[config.mk]
export PLATFORM = sky130hd
export DESIGN_NAME = ircv_ctrl
export DESIGN_NICKNAME = d
export VERILOG_FILES = /design/src/ircv_pkg.sv /design/src/ircv_ctrl.sv
export SDC_FILE = /design/constraint.sdc
export NUM_CORES = 1
export LEC_CHECK = 0
export BUFFER_PORTS_ARGS = -buffer_cell sky130_fd_sc_hd__buf_2
export CORE_UTILIZATION = 58
export DETAILED_ROUTE_END_ITERATION = 7
export GPL_ROUTABILITY_DRIVEN = 0
export PLACE_DENSITY = 0.8
export SLEW_MARGIN = 10
export SYNTH_ARGS = -nofsm -noshare
export SYNTH_HDL_FRONTEND = slang
export SYNTH_SLANG_ARGS = --single-unit
[constraint.sdc]
create_clock -name pclk -period 3.6 [get_ports pclk]
set_input_delay 0.18 -clock pclk [delete_from_list [all_inputs] [get_ports pclk]]
set_output_delay 0.18 -clock pclk [all_outputs]
set_load 0.01 [all_outputs]
[src/ircv_pkg.sv]
// Purpose: Constants and types for the two-wire receive status controller
// Assumes: 32-bit APB, 50 MHz pclk
// Notes: Register offsets are byte addresses
package ircv_pkg;
    // Register byte offsets
    localparam logic [7:0] ADR_CTRL = 8'h00;
    localparam logic [7:0] ADR_STAT = 8'h04;
    localparam logic [7:0] ADR_DATA = 8'h08;
    localparam logic [7:0] ADR_OWN = 8'h0C;
    localparam logic [7:0] ADR_EVT = 8'h10;
    localparam logic [7:0] ADR_MASK = 8'h14;
    // Control bit positions: flag inside the packed control fields, master reset beyond them
    localparam int CB_SI = 1;
    localparam int CB_SMBR = 5;
    // Status codes
    localparam logic [7:0] SC_START = 8'h08;
    localparam logic [7:0] SC_RSTART = 8'h10;
    localparam logic [7:0] SC_AW_ACK = 8'h18;
    localparam logic [7:0] SC_AW_NACK = 8'h20;
    localparam logic [7:0] SC_ARB = 8'h38;
    localparam logic [7:0] SC_AR_ACK = 8'h40;
    localparam logic [7:0] SC_AR_NACK = 8'h48;
    localparam logic [7:0] SC_MD_ACK = 8'h50;
    localparam logic [7:0] SC_MD_NACK = 8'h58;
    localparam logic [7:0] SC_OWN_W = 8'h60;
    localparam logic [7:0] SC_ARB_OWN = 8'h68;
    localparam logic [7:0] SC_GC = 8'h70;
    localparam logic [7:0] SC_ARB_GC = 8'h78;
    localparam logic [7:0] SC_SD_ACK = 8'h80;
    localparam logic [7:0] SC_SD_NACK = 8'h88;
    localparam logic [7:0] SC_GD_ACK = 8'h90;
    localparam logic [7:0] SC_GD_NACK = 8'h98;
    localparam logic [7:0] SC_SSTOP = 8'hA0;
    localparam logic [7:0] SC_SMBRST = 8'hD0;
    localparam logic [7:0] SC_IDLE = 8'hF8;
    localparam logic [7:0] GC_ADDR = 8'h00;
    // Reset values
    localparam logic [7:0] OWN_RST = 8'h00;
    localparam logic [2:0] MASK_RST = 3'h0;
    // Timing
    localparam int CLK_NS = 20;
    localparam int QTR_NS = 2500;
    localparam int QTR_CYC = (QTR_NS + CLK_NS - 1) / CLK_NS;
    localparam int SMB_RST_MS = 35;
    localparam int SMB_RST_CYC = SMB_RST_MS * (1000000 / CLK_NS);
    // Control register fields, bits 4..0
    typedef struct packed {
        logic en;
        logic start_request_bit;
        logic stop_request_bit;
        logic si;
        logic aa;
    } ircv_ctrl_s;
    // One-hot controller states
    typedef enum logic [7:0] {
        ST_IDLE = 8'h01,
        ST_MSTART = 8'h02,
        ST_MBIT = 8'h04,
        ST_MHOLD = 8'h08,
        ST_MSTOP = 8'h10,
        ST_SBIT = 8'h20,
        ST_SHOLD = 8'h40,
        ST_SMBRST = 8'h80
    } ircv_state_e;
endpackage

[src/ircv_ctrl.sv]
// Purpose: Two-wire bus controller, master receive and slave receive status machine
// Assumes: Open-drain pins, oe_n low pulls the line low; APB zero wait state
// Notes: Function
// Function
// - After start sent post 08, then send loaded read address and sample ack
// - After repeated start post 10; read address sent, write address posts 18 or 20 and waits for stop or restart
// - Arbitration lost in not-ack bit posts 38; release, or restart when bus free
// - Codes 40 and 50 receive next byte, acking only when ack enable is set
// - Read address not acked posts 48; restart, stop, or stop then start
// - Byte nacked posts 58; software picks restart, stop, or both; stop self-clears
// - Master reset posts D0, flag rises after 35 ms, clearing returns to F8
// - Own write address acked posts 60, next byte acked per ack enable
// - Addressed after lost arbitration posts 68 own or 78 general call
// - General call address acked while idle posts 70, data acked per ack enable
// - Own-addressed data byte acked posts 80, then receive next byte
// - Status resets to F8 and every posted code raises the interrupt flag
//
// The APB register port and the placing of the registers were left to the implementer.
`timescale 1ns/1ps
module ircv_ctrl #(
    parameter int QTR_CYC = ircv_pkg::QTR_CYC,
    parameter int SMB_CYC = ircv_pkg::SMB_RST_CYC
)(
    // Clock and reset
    input wire logic pclk,
    input wire logic presetn,
    // APB slave
    input wire logic psel,
    input wire logic penable,
    input wire logic pwrite,
    input wire logic [7:0] paddr,
    input wire logic [31:0] pwdata,
    output logic [31:0] prdata,
    output logic pready,
    output logic pslverr,
    // Two-wire link pins
    input wire logic scl_i,
    output logic scl_o,
    output logic scl_oe_n,
    input wire logic sda_i,
    output logic sda_o,
    output logic sda_oe_n,
    // Interrupt
    output logic irq
);
    localparam int CW = $clog2(SMB_CYC + 2);
    localparam logic [CW-1:0] QEND = CW'(QTR_CYC - 1);
    localparam logic [CW-1:0] SEND = CW'(SMB_CYC - 1);
    localparam logic [CW-1:0] SDONE = CW'(SMB_CYC);

    logic [31:0] prdata_q, prdata_d;
    logic pready_q, pready_d, pslverr_q, pslverr_d;
    logic [1:0] scl_sy_q, sda_sy_q;
    logic scl_p_q, sda_p_q;
    ircv_pkg::ircv_state_e st_q, st_d;
    ircv_pkg::ircv_ctrl_s ctl_q, ctl_d;
    logic [CW-1:0] cnt_q, cnt_d;
    logic [1:0] ph_q, ph_d;
    logic [3:0] bit_q, bit_d;
    logic [7:0] sh_q, sh_d, stat_q, stat_d, data_q, data_d, own_q, own_d, pcode;
    logic [2:0] ev_q, ev_d, mask_q, mask_d;
    logic scl_oe_n_q, scl_oe_n_d, sda_oe_n_q, sda_oe_n_d, irq_q, irq_d;
    logic busy_q, busy_d, mrx_q, mrx_d, adp_q, adp_d, gc_q, gc_d, al_q, al_d;
    logic ack_q, ack_d, adr_q, adr_d, rep_q, rep_d;
    logic post, al_ev, s, tick, scl_rise, scl_fall, start_det, stop_det;
    logic wr, wr_ctrl, own_m, gc_m;

    // Synchronised line levels and bus conditions
    assign s = sda_sy_q[1];
    assign scl_rise = scl_sy_q[1] & ~scl_p_q;
    assign scl_fall = ~scl_sy_q[1] & scl_p_q;
    assign start_det = scl_sy_q[1] & scl_p_q & sda_p_q & ~s;
    assign stop_det = scl_sy_q[1] & scl_p_q & ~sda_p_q & s;
    assign tick = (cnt_q == QEND);
    assign wr = psel & penable & pready_q & pwrite;
    assign wr_ctrl = wr && (paddr == ircv_pkg::ADR_CTRL);
    assign own_m = (sh_q[7:1] == own_q[7:1]) && !sh_q[0];
    assign gc_m = (sh_q == ircv_pkg::GC_ADDR) && own_q[0];

    // APB answer, registered in the setup cycle so access has no wait state
    always_comb
    begin
        pready_d = psel & ~penable;
        pslverr_d = 1'b0;
        prdata_d = 32'h0000_0000;
        if (psel && !penable)
        begin
            if (paddr == ircv_pkg::ADR_CTRL)
                prdata_d = {27'h0, ctl_q};
            else if (paddr == ircv_pkg::ADR_STAT)
                prdata_d = {24'h0, stat_q};
            else if (paddr == ircv_pkg::ADR_DATA)
                prdata_d = {24'h0, data_q};
            else if (paddr == ircv_pkg::ADR_OWN)
                prdata_d = {24'h0, own_q};
            else if (paddr == ircv_pkg::ADR_EVT)
                prdata_d = {29'h0, ev_q};
            else if (paddr == ircv_pkg::ADR_MASK)
                prdata_d = {29'h0, mask_q};
            else
                pslverr_d = 1'b1; // Unmapped offset
        end
    end

    // Status machine, control and event registers
    always_comb
    begin
        st_d = st_q;
        ctl_d = ctl_q;
        cnt_d = tick ? '0 : cnt_q + CW'(1);
        ph_d = ph_q;
        bit_d = bit_q;
        sh_d = sh_q;
        stat_d = stat_q;
        data_d = data_q;
        own_d = own_q;
        ev_d = ev_q;
        mask_d = mask_q;
        scl_oe_n_d = scl_oe_n_q;
        sda_oe_n_d = sda_oe_n_q;
        busy_d = busy_q;
        mrx_d = mrx_q;
        adp_d = adp_q;
        gc_d = gc_q;
        al_d = al_q;
        ack_d = ack_q;
        adr_d = adr_q;
        rep_d = rep_q;
        post = 1'b0;
        al_ev = 1'b0;
        pcode = stat_q;
        // Software writes; a zero written to the flag clears it
        if (wr_ctrl)
        begin
            ctl_d = ircv_pkg::ircv_ctrl_s'(pwdata[4:0]);
            ctl_d.si = ctl_q.si & pwdata[ircv_pkg::CB_SI];
        end
        if (wr && paddr == ircv_pkg::ADR_DATA)
            data_d = pwdata[7:0];
        if (wr && paddr == ircv_pkg::ADR_OWN)
            own_d = pwdata[7:0];
        if (wr && paddr == ircv_pkg::ADR_MASK)
            mask_d = pwdata[2:0];
        if (wr && paddr == ircv_pkg::ADR_EVT)
            ev_d = ev_q & ~pwdata[2:0];
        case (st_q)
            ircv_pkg::ST_IDLE:
            begin
                scl_oe_n_d = 1'b1;
                sda_oe_n_d = 1'b1;
                if (start_det)
                begin
                    st_d = ircv_pkg::ST_SBIT;
                    bit_d = 4'hF; // Start's own falling edge brings it to 0
                    adp_d = 1'b1;
                    adr_d = 1'b0;
                    al_d = 1'b0;
                end
                else if (ctl_q.start_request_bit && !ctl_q.si && !busy_q)
                begin
                    st_d = ircv_pkg::ST_MSTART;
                    rep_d = 1'b0;
                    ph_d = 2'h0;
                    cnt_d = '0;
                end
            end
            ircv_pkg::ST_MSTART:
            begin
                if (tick && ph_q == 2'h0)
                begin
                    scl_oe_n_d = 1'b1;
                    ph_d = 2'h1;
                end
                else if (tick && ph_q == 2'h1 && scl_sy_q[1])
                begin
                    sda_oe_n_d = 1'b0;
                    ph_d = 2'h2;
                end
                else if (tick && ph_q == 2'h2)
                begin
                    scl_oe_n_d = 1'b0;
                    post = 1'b1;
                    pcode = rep_q ? ircv_pkg::SC_RSTART : ircv_pkg::SC_START;
                    st_d = ircv_pkg::ST_MHOLD;
                end
            end
            ircv_pkg::ST_MHOLD:
            begin
                // Clock held low until software clears the flag
                if (!ctl_q.si)
                begin
                    ph_d = 2'h0;
                    bit_d = 4'h0;
                    cnt_d = '0;
                    if (stat_q == ircv_pkg::SC_START || stat_q == ircv_pkg::SC_RSTART)
                    begin
                        sh_d = data_q;
                        mrx_d = data_q[0];
                        adp_d = 1'b1;
                        sda_oe_n_d = data_q[7];
                        st_d = ircv_pkg::ST_MBIT;
                    end
                    else if (stat_q == ircv_pkg::SC_AR_ACK || stat_q == ircv_pkg::SC_MD_ACK)
                    begin
                        sh_d = 8'hFF;
                        adp_d = 1'b0;
                        sda_oe_n_d = 1'b1;
                        st_d = ircv_pkg::ST_MBIT;
                    end
                    else if (stat_q == ircv_pkg::SC_AR_NACK || stat_q == ircv_pkg::SC_MD_NACK
                        || stat_q == ircv_pkg::SC_AW_ACK || stat_q == ircv_pkg::SC_AW_NACK)
                    begin
                        if (ctl_q.stop_request_bit)
                        begin
                            sda_oe_n_d = 1'b0;
                            st_d = ircv_pkg::ST_MSTOP;
                        end
                        else if (ctl_q.start_request_bit)
                        begin
                            sda_oe_n_d = 1'b1;
                            rep_d = 1'b1;
                            st_d = ircv_pkg::ST_MSTART;
                        end
                    end
                end
            end
            ircv_pkg::ST_MBIT:
            begin
                if (tick && ph_q == 2'h0)
                begin
                    scl_oe_n_d = 1'b1;
                    ph_d = 2'h1;
                end
                else if (tick && ph_q == 2'h1 && scl_sy_q[1])
                begin
                    ph_d = 2'h2;
                    if (bit_q < 4'h8)
                        sh_d = {sh_q[6:0], s};
                    else
                        ack_d = !s;
                    if (bit_q < 4'h8 && adp_q && sh_q[7] && !s)
                    begin
                        // Lost in the address: keep listening as a responder
                        sda_oe_n_d = 1'b1;
                        al_d = 1'b1;
                        al_ev = 1'b1;
                        st_d = ircv_pkg::ST_SBIT;
                    end
                    else if (bit_q == 4'h8 && !adp_q && !ctl_q.aa && !s)
                    begin
                        sda_oe_n_d = 1'b1;
                        al_ev = 1'b1;
                        post = 1'b1;
                        pcode = ircv_pkg::SC_ARB;
                        st_d = ircv_pkg::ST_IDLE;
                    end
                end
                else if (tick && ph_q == 2'h2)
                begin
                    scl_oe_n_d = 1'b0;
                    ph_d = 2'h3;
                end
                else if (tick && ph_q == 2'h3)
                begin
                    ph_d = 2'h0;
                    if (bit_q == 4'h8)
                    begin
                        sda_oe_n_d = 1'b1;
                        post = 1'b1;
                        st_d = ircv_pkg::ST_MHOLD;
                        if (!adp_q)
                        begin
                            data_d = sh_q;
                            pcode = ack_q ? ircv_pkg::SC_MD_ACK : ircv_pkg::SC_MD_NACK;
                        end
                        else if (mrx_q)
                            pcode = ack_q ? ircv_pkg::SC_AR_ACK : ircv_pkg::SC_AR_NACK;
                        else
                            pcode = ack_q ? ircv_pkg::SC_AW_ACK : ircv_pkg::SC_AW_NACK;
                    end
                    else
                    begin
                        bit_d = bit_q + 4'h1;
                        if (bit_q < 4'h7)
                            sda_oe_n_d = adp_q ? sh_q[7] : 1'b1;
                        else
                            sda_oe_n_d = adp_q ? 1'b1 : !ctl_q.aa;
                    end
                end
            end
            ircv_pkg::ST_MSTOP:
            begin
                if (tick && ph_q == 2'h0)
                begin
                    scl_oe_n_d = 1'b1;
                    ph_d = 2'h1;
                end
                else if (tick && ph_q == 2'h1 && scl_sy_q[1])
                begin
                    sda_oe_n_d = 1'b1;
                    ph_d = 2'h2;
                end
                else if (tick && ph_q == 2'h2)
                begin
                    // Start request still set gives stop then start
                    ctl_d.stop_request_bit = 1'b0;
                    stat_d = ircv_pkg::SC_IDLE;
                    st_d = ircv_pkg::ST_IDLE;
                end
            end
            ircv_pkg::ST_SBIT:
            begin
                if (stop_det || start_det)
                begin
                    sda_oe_n_d = 1'b1;
                    post = adr_q;
                    pcode = ircv_pkg::SC_SSTOP;
                    st_d = stop_det ? ircv_pkg::ST_IDLE : ircv_pkg::ST_SBIT;
                    bit_d = 4'hF;
                    adp_d = 1'b1;
                    adr_d = 1'b0;
                    al_d = 1'b0;
                end
                else if (scl_rise && bit_q < 4'h8)
                    sh_d = {sh_q[6:0], s};
                else if (scl_fall)
                begin
                    bit_d = bit_q + 4'h1;
                    if (bit_q == 4'h7)
                    begin
                        ack_d = ctl_q.aa;
                        if (adp_q && !(ctl_q.aa && (own_m || gc_m)))
                            st_d = ircv_pkg::ST_IDLE; // Not addressed
                        else
                            sda_oe_n_d = !ctl_q.aa;
                        if (adp_q)
                        begin
                            adr_d = 1'b1;
                            gc_d = gc_m;
                        end
                    end
                    else if (bit_q == 4'h8)
                    begin
                        sda_oe_n_d = 1'b1;
                        scl_oe_n_d = 1'b0; // Stretch until software answers
                        post = 1'b1;
                        adp_d = 1'b0;
                        st_d = ircv_pkg::ST_SHOLD;
                        if (adp_q && gc_q)
                            pcode = al_q ? ircv_pkg::SC_ARB_GC : ircv_pkg::SC_GC;
                        else if (adp_q)
                            pcode = al_q ? ircv_pkg::SC_ARB_OWN : ircv_pkg::SC_OWN_W;
                        else if (gc_q)
                            pcode = ack_q ? ircv_pkg::SC_GD_ACK : ircv_pkg::SC_GD_NACK;
                        else
                            pcode = ack_q ? ircv_pkg::SC_SD_ACK : ircv_pkg::SC_SD_NACK;
                        if (!adp_q)
                            data_d = sh_q;
                    end
                end
            end
            ircv_pkg::ST_SHOLD:
            begin
                if (!ctl_q.si)
                begin
                    scl_oe_n_d = 1'b1;
                    bit_d = 4'h0;
                    adr_d = ack_q;
                    st_d = ack_q ? ircv_pkg::ST_SBIT : ircv_pkg::ST_IDLE;
                end
            end
            ircv_pkg::ST_SMBRST:
            begin
                scl_oe_n_d = 1'b1;
                sda_oe_n_d = 1'b1;
                if (cnt_q == SEND)
                begin
                    post = 1'b1;
                    cnt_d = SDONE;
                end
                else if (cnt_q == SDONE)
                begin
                    cnt_d = SDONE;
                    if (!ctl_q.si)
                    begin
                        stat_d = ircv_pkg::SC_IDLE;
                        st_d = ircv_pkg::ST_IDLE;
                    end
                end
                else
                    cnt_d = cnt_q + CW'(1);
            end
            default:
                st_d = ircv_pkg::ST_IDLE;
        endcase
        // Master reset request overrides, code shows at once, flag later
        if (wr_ctrl && pwdata[ircv_pkg::CB_SMBR])
        begin
            st_d = ircv_pkg::ST_SMBRST;
            stat_d = ircv_pkg::SC_SMBRST;
            cnt_d = '0;
            scl_oe_n_d = 1'b1;
            sda_oe_n_d = 1'b1;
        end
        else if (!ctl_q.en && st_q != ircv_pkg::ST_SMBRST)
        begin
            st_d = ircv_pkg::ST_IDLE;
            scl_oe_n_d = 1'b1;
            sda_oe_n_d = 1'b1;
        end
        // Posting sets the flag after any software clear: set wins
        if (post)
        begin
            stat_d = pcode;
            ctl_d.si = 1'b1;
            ev_d[0] = 1'b1;
        end
        if (al_ev)
            ev_d[1] = 1'b1;
        if (stop_det)
            ev_d[2] = 1'b1;
        if (start_det)
            busy_d = 1'b1;
        else if (stop_det)
            busy_d = 1'b0;
        irq_d = |(ev_q & mask_q);
    end

    // Registers; the first sync stage feeds only the second
    always_ff @(posedge pclk or negedge presetn)
    begin
        if (!presetn)
        begin
            prdata_q <= 32'h0000_0000;
            pready_q <= 1'b0;
            pslverr_q <= 1'b0;
            scl_sy_q <= 2'h3;
            sda_sy_q <= 2'h3;
            scl_p_q <= 1'b1;
            sda_p_q <= 1'b1;
            st_q <= ircv_pkg::ST_IDLE;
            ctl_q <= '0;
            cnt_q <= '0;
            ph_q <= 2'h0;
            bit_q <= 4'h0;
            sh_q <= 8'h00;
            stat_q <= ircv_pkg::SC_IDLE;
            data_q <= 8'h00;
            own_q <= ircv_pkg::OWN_RST;
            ev_q <= 3'h0;
            mask_q <= ircv_pkg::MASK_RST;
            scl_oe_n_q <= 1'b1;
            sda_oe_n_q <= 1'b1;
            irq_q <= 1'b0;
            {busy_q, mrx_q, adp_q, gc_q, al_q, ack_q, adr_q, rep_q} <= 8'h00;
        end
        else
        begin
            prdata_q <= prdata_d;
            pready_q <= pready_d;
            pslverr_q <= pslverr_d;
            scl_sy_q <= {scl_sy_q[0], scl_i};
            sda_sy_q <= {sda_sy_q[0], sda_i};
            scl_p_q <= scl_sy_q[1];
            sda_p_q <= sda_sy_q[1];
            st_q <= st_d;
            ctl_q <= ctl_d;
            cnt_q <= cnt_d;
            ph_q <= ph_d;
            bit_q <= bit_d;
            sh_q <= sh_d;
            stat_q <= stat_d;
            data_q <= data_d;
            own_q <= own_d;
            ev_q <= ev_d;
            mask_q <= mask_d;
            scl_oe_n_q <= scl_oe_n_d;
            sda_oe_n_q <= sda_oe_n_d;
            irq_q <= irq_d;
            {busy_q, mrx_q, adp_q, gc_q, al_q, ack_q, adr_q, rep_q} <=
                {busy_d, mrx_d, adp_d, gc_d, al_d, ack_d, adr_d, rep_d};
        end
    end

    // Open-drain: data level always low, enables decide the wire
    assign scl_o = 1'b0;
    assign sda_o = 1'b0;
    assign prdata = prdata_q;
    assign pready = pready_q;
    assign pslverr = pslverr_q;
    assign scl_oe_n = scl_oe_n_q;
    assign sda_oe_n = sda_oe_n_q;
    assign irq = irq_q;
endmodule

==> reports/qor.txt <==
Residual DRC -> 0
dpl cells -> 871
via count of the first global-routing pass -> 5410
clk sinks -> 102
fin crit period -> 3.125 ns
reg2reg setup slack -> 0.47 ns
Leak -> 3.057 nW
IO Pins -> 86
status -> complete, no violations
setup tns final -> 0 ns
vias per cell -> 6.499
Mapped Cells -> 725
chip width -> 106.5 um
Non-Filler Instances -> 890
Crit Path Class -> reg -> reg
Crit path arrival time -> 3.44 ns
PortBufs -> 35
pwr dens -> 345.3 nW/um2
CTS tree -> done
#FFs+latches synth -> 102
area of the core -> 10460 um2
RSZ-0062 raised after global routing -> false
Synth cell types -> 78
CTS Buf Count -> 9
drt total wl -> 16.51 mm
Overall Global Routing Usage -> 30.24%
worst r2r dst -> st_q[5]
crit start category -> flop
DP Area -> 6510 um2
Worst path max stage delay -> 0.67 ns
initial antenna violation count -> 0
Worst Hold End -> own_q[6]
largest net degree at the start of global routing -> 47
ANT cells -> 0
area of the multi-input gates -> 3442 um2
Mapped Avg Cell Area -> 8.729 um2
Main synth FF type -> dfrtp_1
P&R area growth vs syn -> 6.860%
slowest cell on the critical path -> nor4_1
WL per Instance -> 18.55 um
Net count, final -> 802
Synth Cell Area -> 6329 um2
Filler Cell Count -> 878
WP data required -> 3.92 ns
Final ANT Viol Nets -> 0
Slew Limit Fails -> 0
clock latency on the worst-skew pair -> 0.39 ns
post-DP HPWL -> 12.08 mm
largest delay contributor family on the critical path -> simple AND/OR/NAND/NOR gates
WHS Path Cells -> 2
via count -> 5784
CP Buf/Inv Count -> 0
sequential cell area -> 2570 um2
Die ar. -> 11330 um2
global-route wire length before repair -> 26.66 mm
nature of the critical path endpoint -> flop
H-Tree Depth -> 3
max cap viols -> 0
Seq/Total Area, Yosys -> 40.61%
hold_sp -> pwdata[6]
yosys warns -> 0
initial standard-cell utilization of the core -> 60.49%
Worst Reg-to-Reg Cells -> 7
Max-slew headroom -> 23.18%
crit-path cells -> or4_1 > or3_1 > nor4_1 > nand2_1 > nor2_1 > o211ai_1 > a21oi_1
die height -> 106.5 um
CTS Root Buffer Type -> clkbuf_8
Worst-path clk slew -> 0.10 ns
final hold vios -> 0
EDFF count, synth -> 0
final core occ -> 64.64%
# setup viols final -> 0
VDD IR max -> 0.0002136 V
Peak Freq -> 320.0 MHz
drt first pass iters -> 6
worst slew pin tran -> 1.142 ns
share of cells above drive strength 1 -> 13.26%
clk buf depth -> 2
row count -> 37
global route overflow -> 0
Hold WC Path Type -> in -> reg
design area -> 6763 um2
DRT iter0 DRCs -> 823
fin crit share -> 86.81%
crit-path max FO -> 6
Async S/R FF share, synth -> 100.0%
Max Clock Skew -> 0.01711 ns
R2R Path Start -> cnt_q[16]
cell usage after synthesis (all sizes together) (11+ instances only):
cell / number / share of area (%)
nor2: 89 / 5.3
dfrtp: 88 / 35
nand2: 65 / 3.9
a21oi: 39 / 3.1
buf: 35 / 3.8
nand3: 35 / 2.8
o21ai: 34 / 2.7
nor3: 25 / 2.0
clkbuf: 24 / 1.4
xor2: 23 / 3.2
inv: 21 / 1.2
mux2i: 21 / 3.3
nor4: 17 / 1.8
nand4: 15 / 1.5
dfstp: 14 / 5.8
mux2: 14 / 2.5
a31oi: 11 / 1.1
metal layers:
layer	vias to the layer above	GRT usage, %	wire length [um]
li1	2625	-	-
met1	2715	39.71	6671
met3	87	6.315	1543
met2	357	46.99	7502
met4	0	16.05	795
met5	-	0	0
power by group:
group | internal [mW] | switching [mW] | total, mW
registers | 1.20 | 0.0797 | 1.28
logic | 0.0885 | 0.140 | 0.229
clock network | 0.417 | 0.408 | 0.824
worst max-delay path by stage:
| stage | start | end | cells after the start |
|---|---|---|---|
| detailed placement | cnt_q[16] | sda_oe_n | 6 |
| finish | cnt_q[16] | st_q[5] | 7 |
| global route | st_q[3] | data_q[4] | 7 |
| floorplan | cnt_q[16] | data_q[0] | 9 |
| global placement | cnt_q[16] | sda_oe_n | 6 |
| CTS | cnt_q[16] | sda_oe_n | 6 |
cells in the final DEF (no fill, tap or decap), types with 21 or more instances in the layout:
cell | netlist | layout
nor2_1 | 88 | 88
dfrtp_1 | 88 | 88
nand2_1 | 65 | 65
a21oi_1 | 39 | 39
nand3_1 | 34 | 34
buf_2 | 7 | 34
o21ai_0 | 32 | 32
conb_1 | 1 | 26
nor3_1 | 25 | 25
xor2_1 | 23 | 23
inv_1 | 21 | 21
mux2i_1 | 21 | 21
flip-flops by register name, summed over array words and instances (netlist names), 2 cells and up:
| name | flops |
|---|---|
| own_q | 8 |
| ev_q | 3 |
| cnt_q | 21 |
| stat_q | 5 |
| sh_q | 8 |
| scl_sy_q | 2 |
| mask_q | 3 |
| st_q | 8 |
| ctl_q | 5 |
| sda_sy_q | 2 |
| prdata | 8 |
| data_q | 8 |
| bit_q | 4 |
| ph_q | 2 |
cell families after synthesis:
family          Yosys count  share of synthesized area (%)
simple gates            314                          25.39
compound gates          155                          16.17
flops                   102                          40.61
buf+inv                  81                          6.485
mux                      35                          5.813
xor+xnor                 31                          4.290
fa+ha+maj                 6                          1.186
other cells               1                        0.05926
metrics by stage:
| step | hold slack [ns] | worst slack (ns) | power (mW) |
|---|---|---|---|
| 4_1_cts | 0.03143 | 0.6131 | 2.346 |
| 2_1_floorplan | -0.1156 | 0.9492 | 1.458 |
| 3_5_place_dp | 0.2092 | 0.6389 | 1.524 |
| 6_report | 0.04122 | 0.4750 | 2.335 |
| 5_1_grt | 0.03516 | 0.2936 | 2.432 |
| 3_3_place_gp | 0.2043 | 0.6468 | 1.512 |
cell type report:
type | instances | area share [%]
Clock buffer | 12 | 2.146
Clock inverter | 4 | 1.147
Inverter | 22 | 1.221
Multi-Input combinational cell | 567 | 50.90
Sequential cell | 102 | 38.00
Tap cell | 136 | 2.516
Timing Repair Buffer | 47 | 4.070
what timing repair did:
item	CTS	global route
endpoints found under the hold margin	41	0
endpoints found under the setup margin	0	0
hold buffers	3	0
setup buffers	0	0
gates resized for setup	0	0
(Power assumes the default switching activity.)
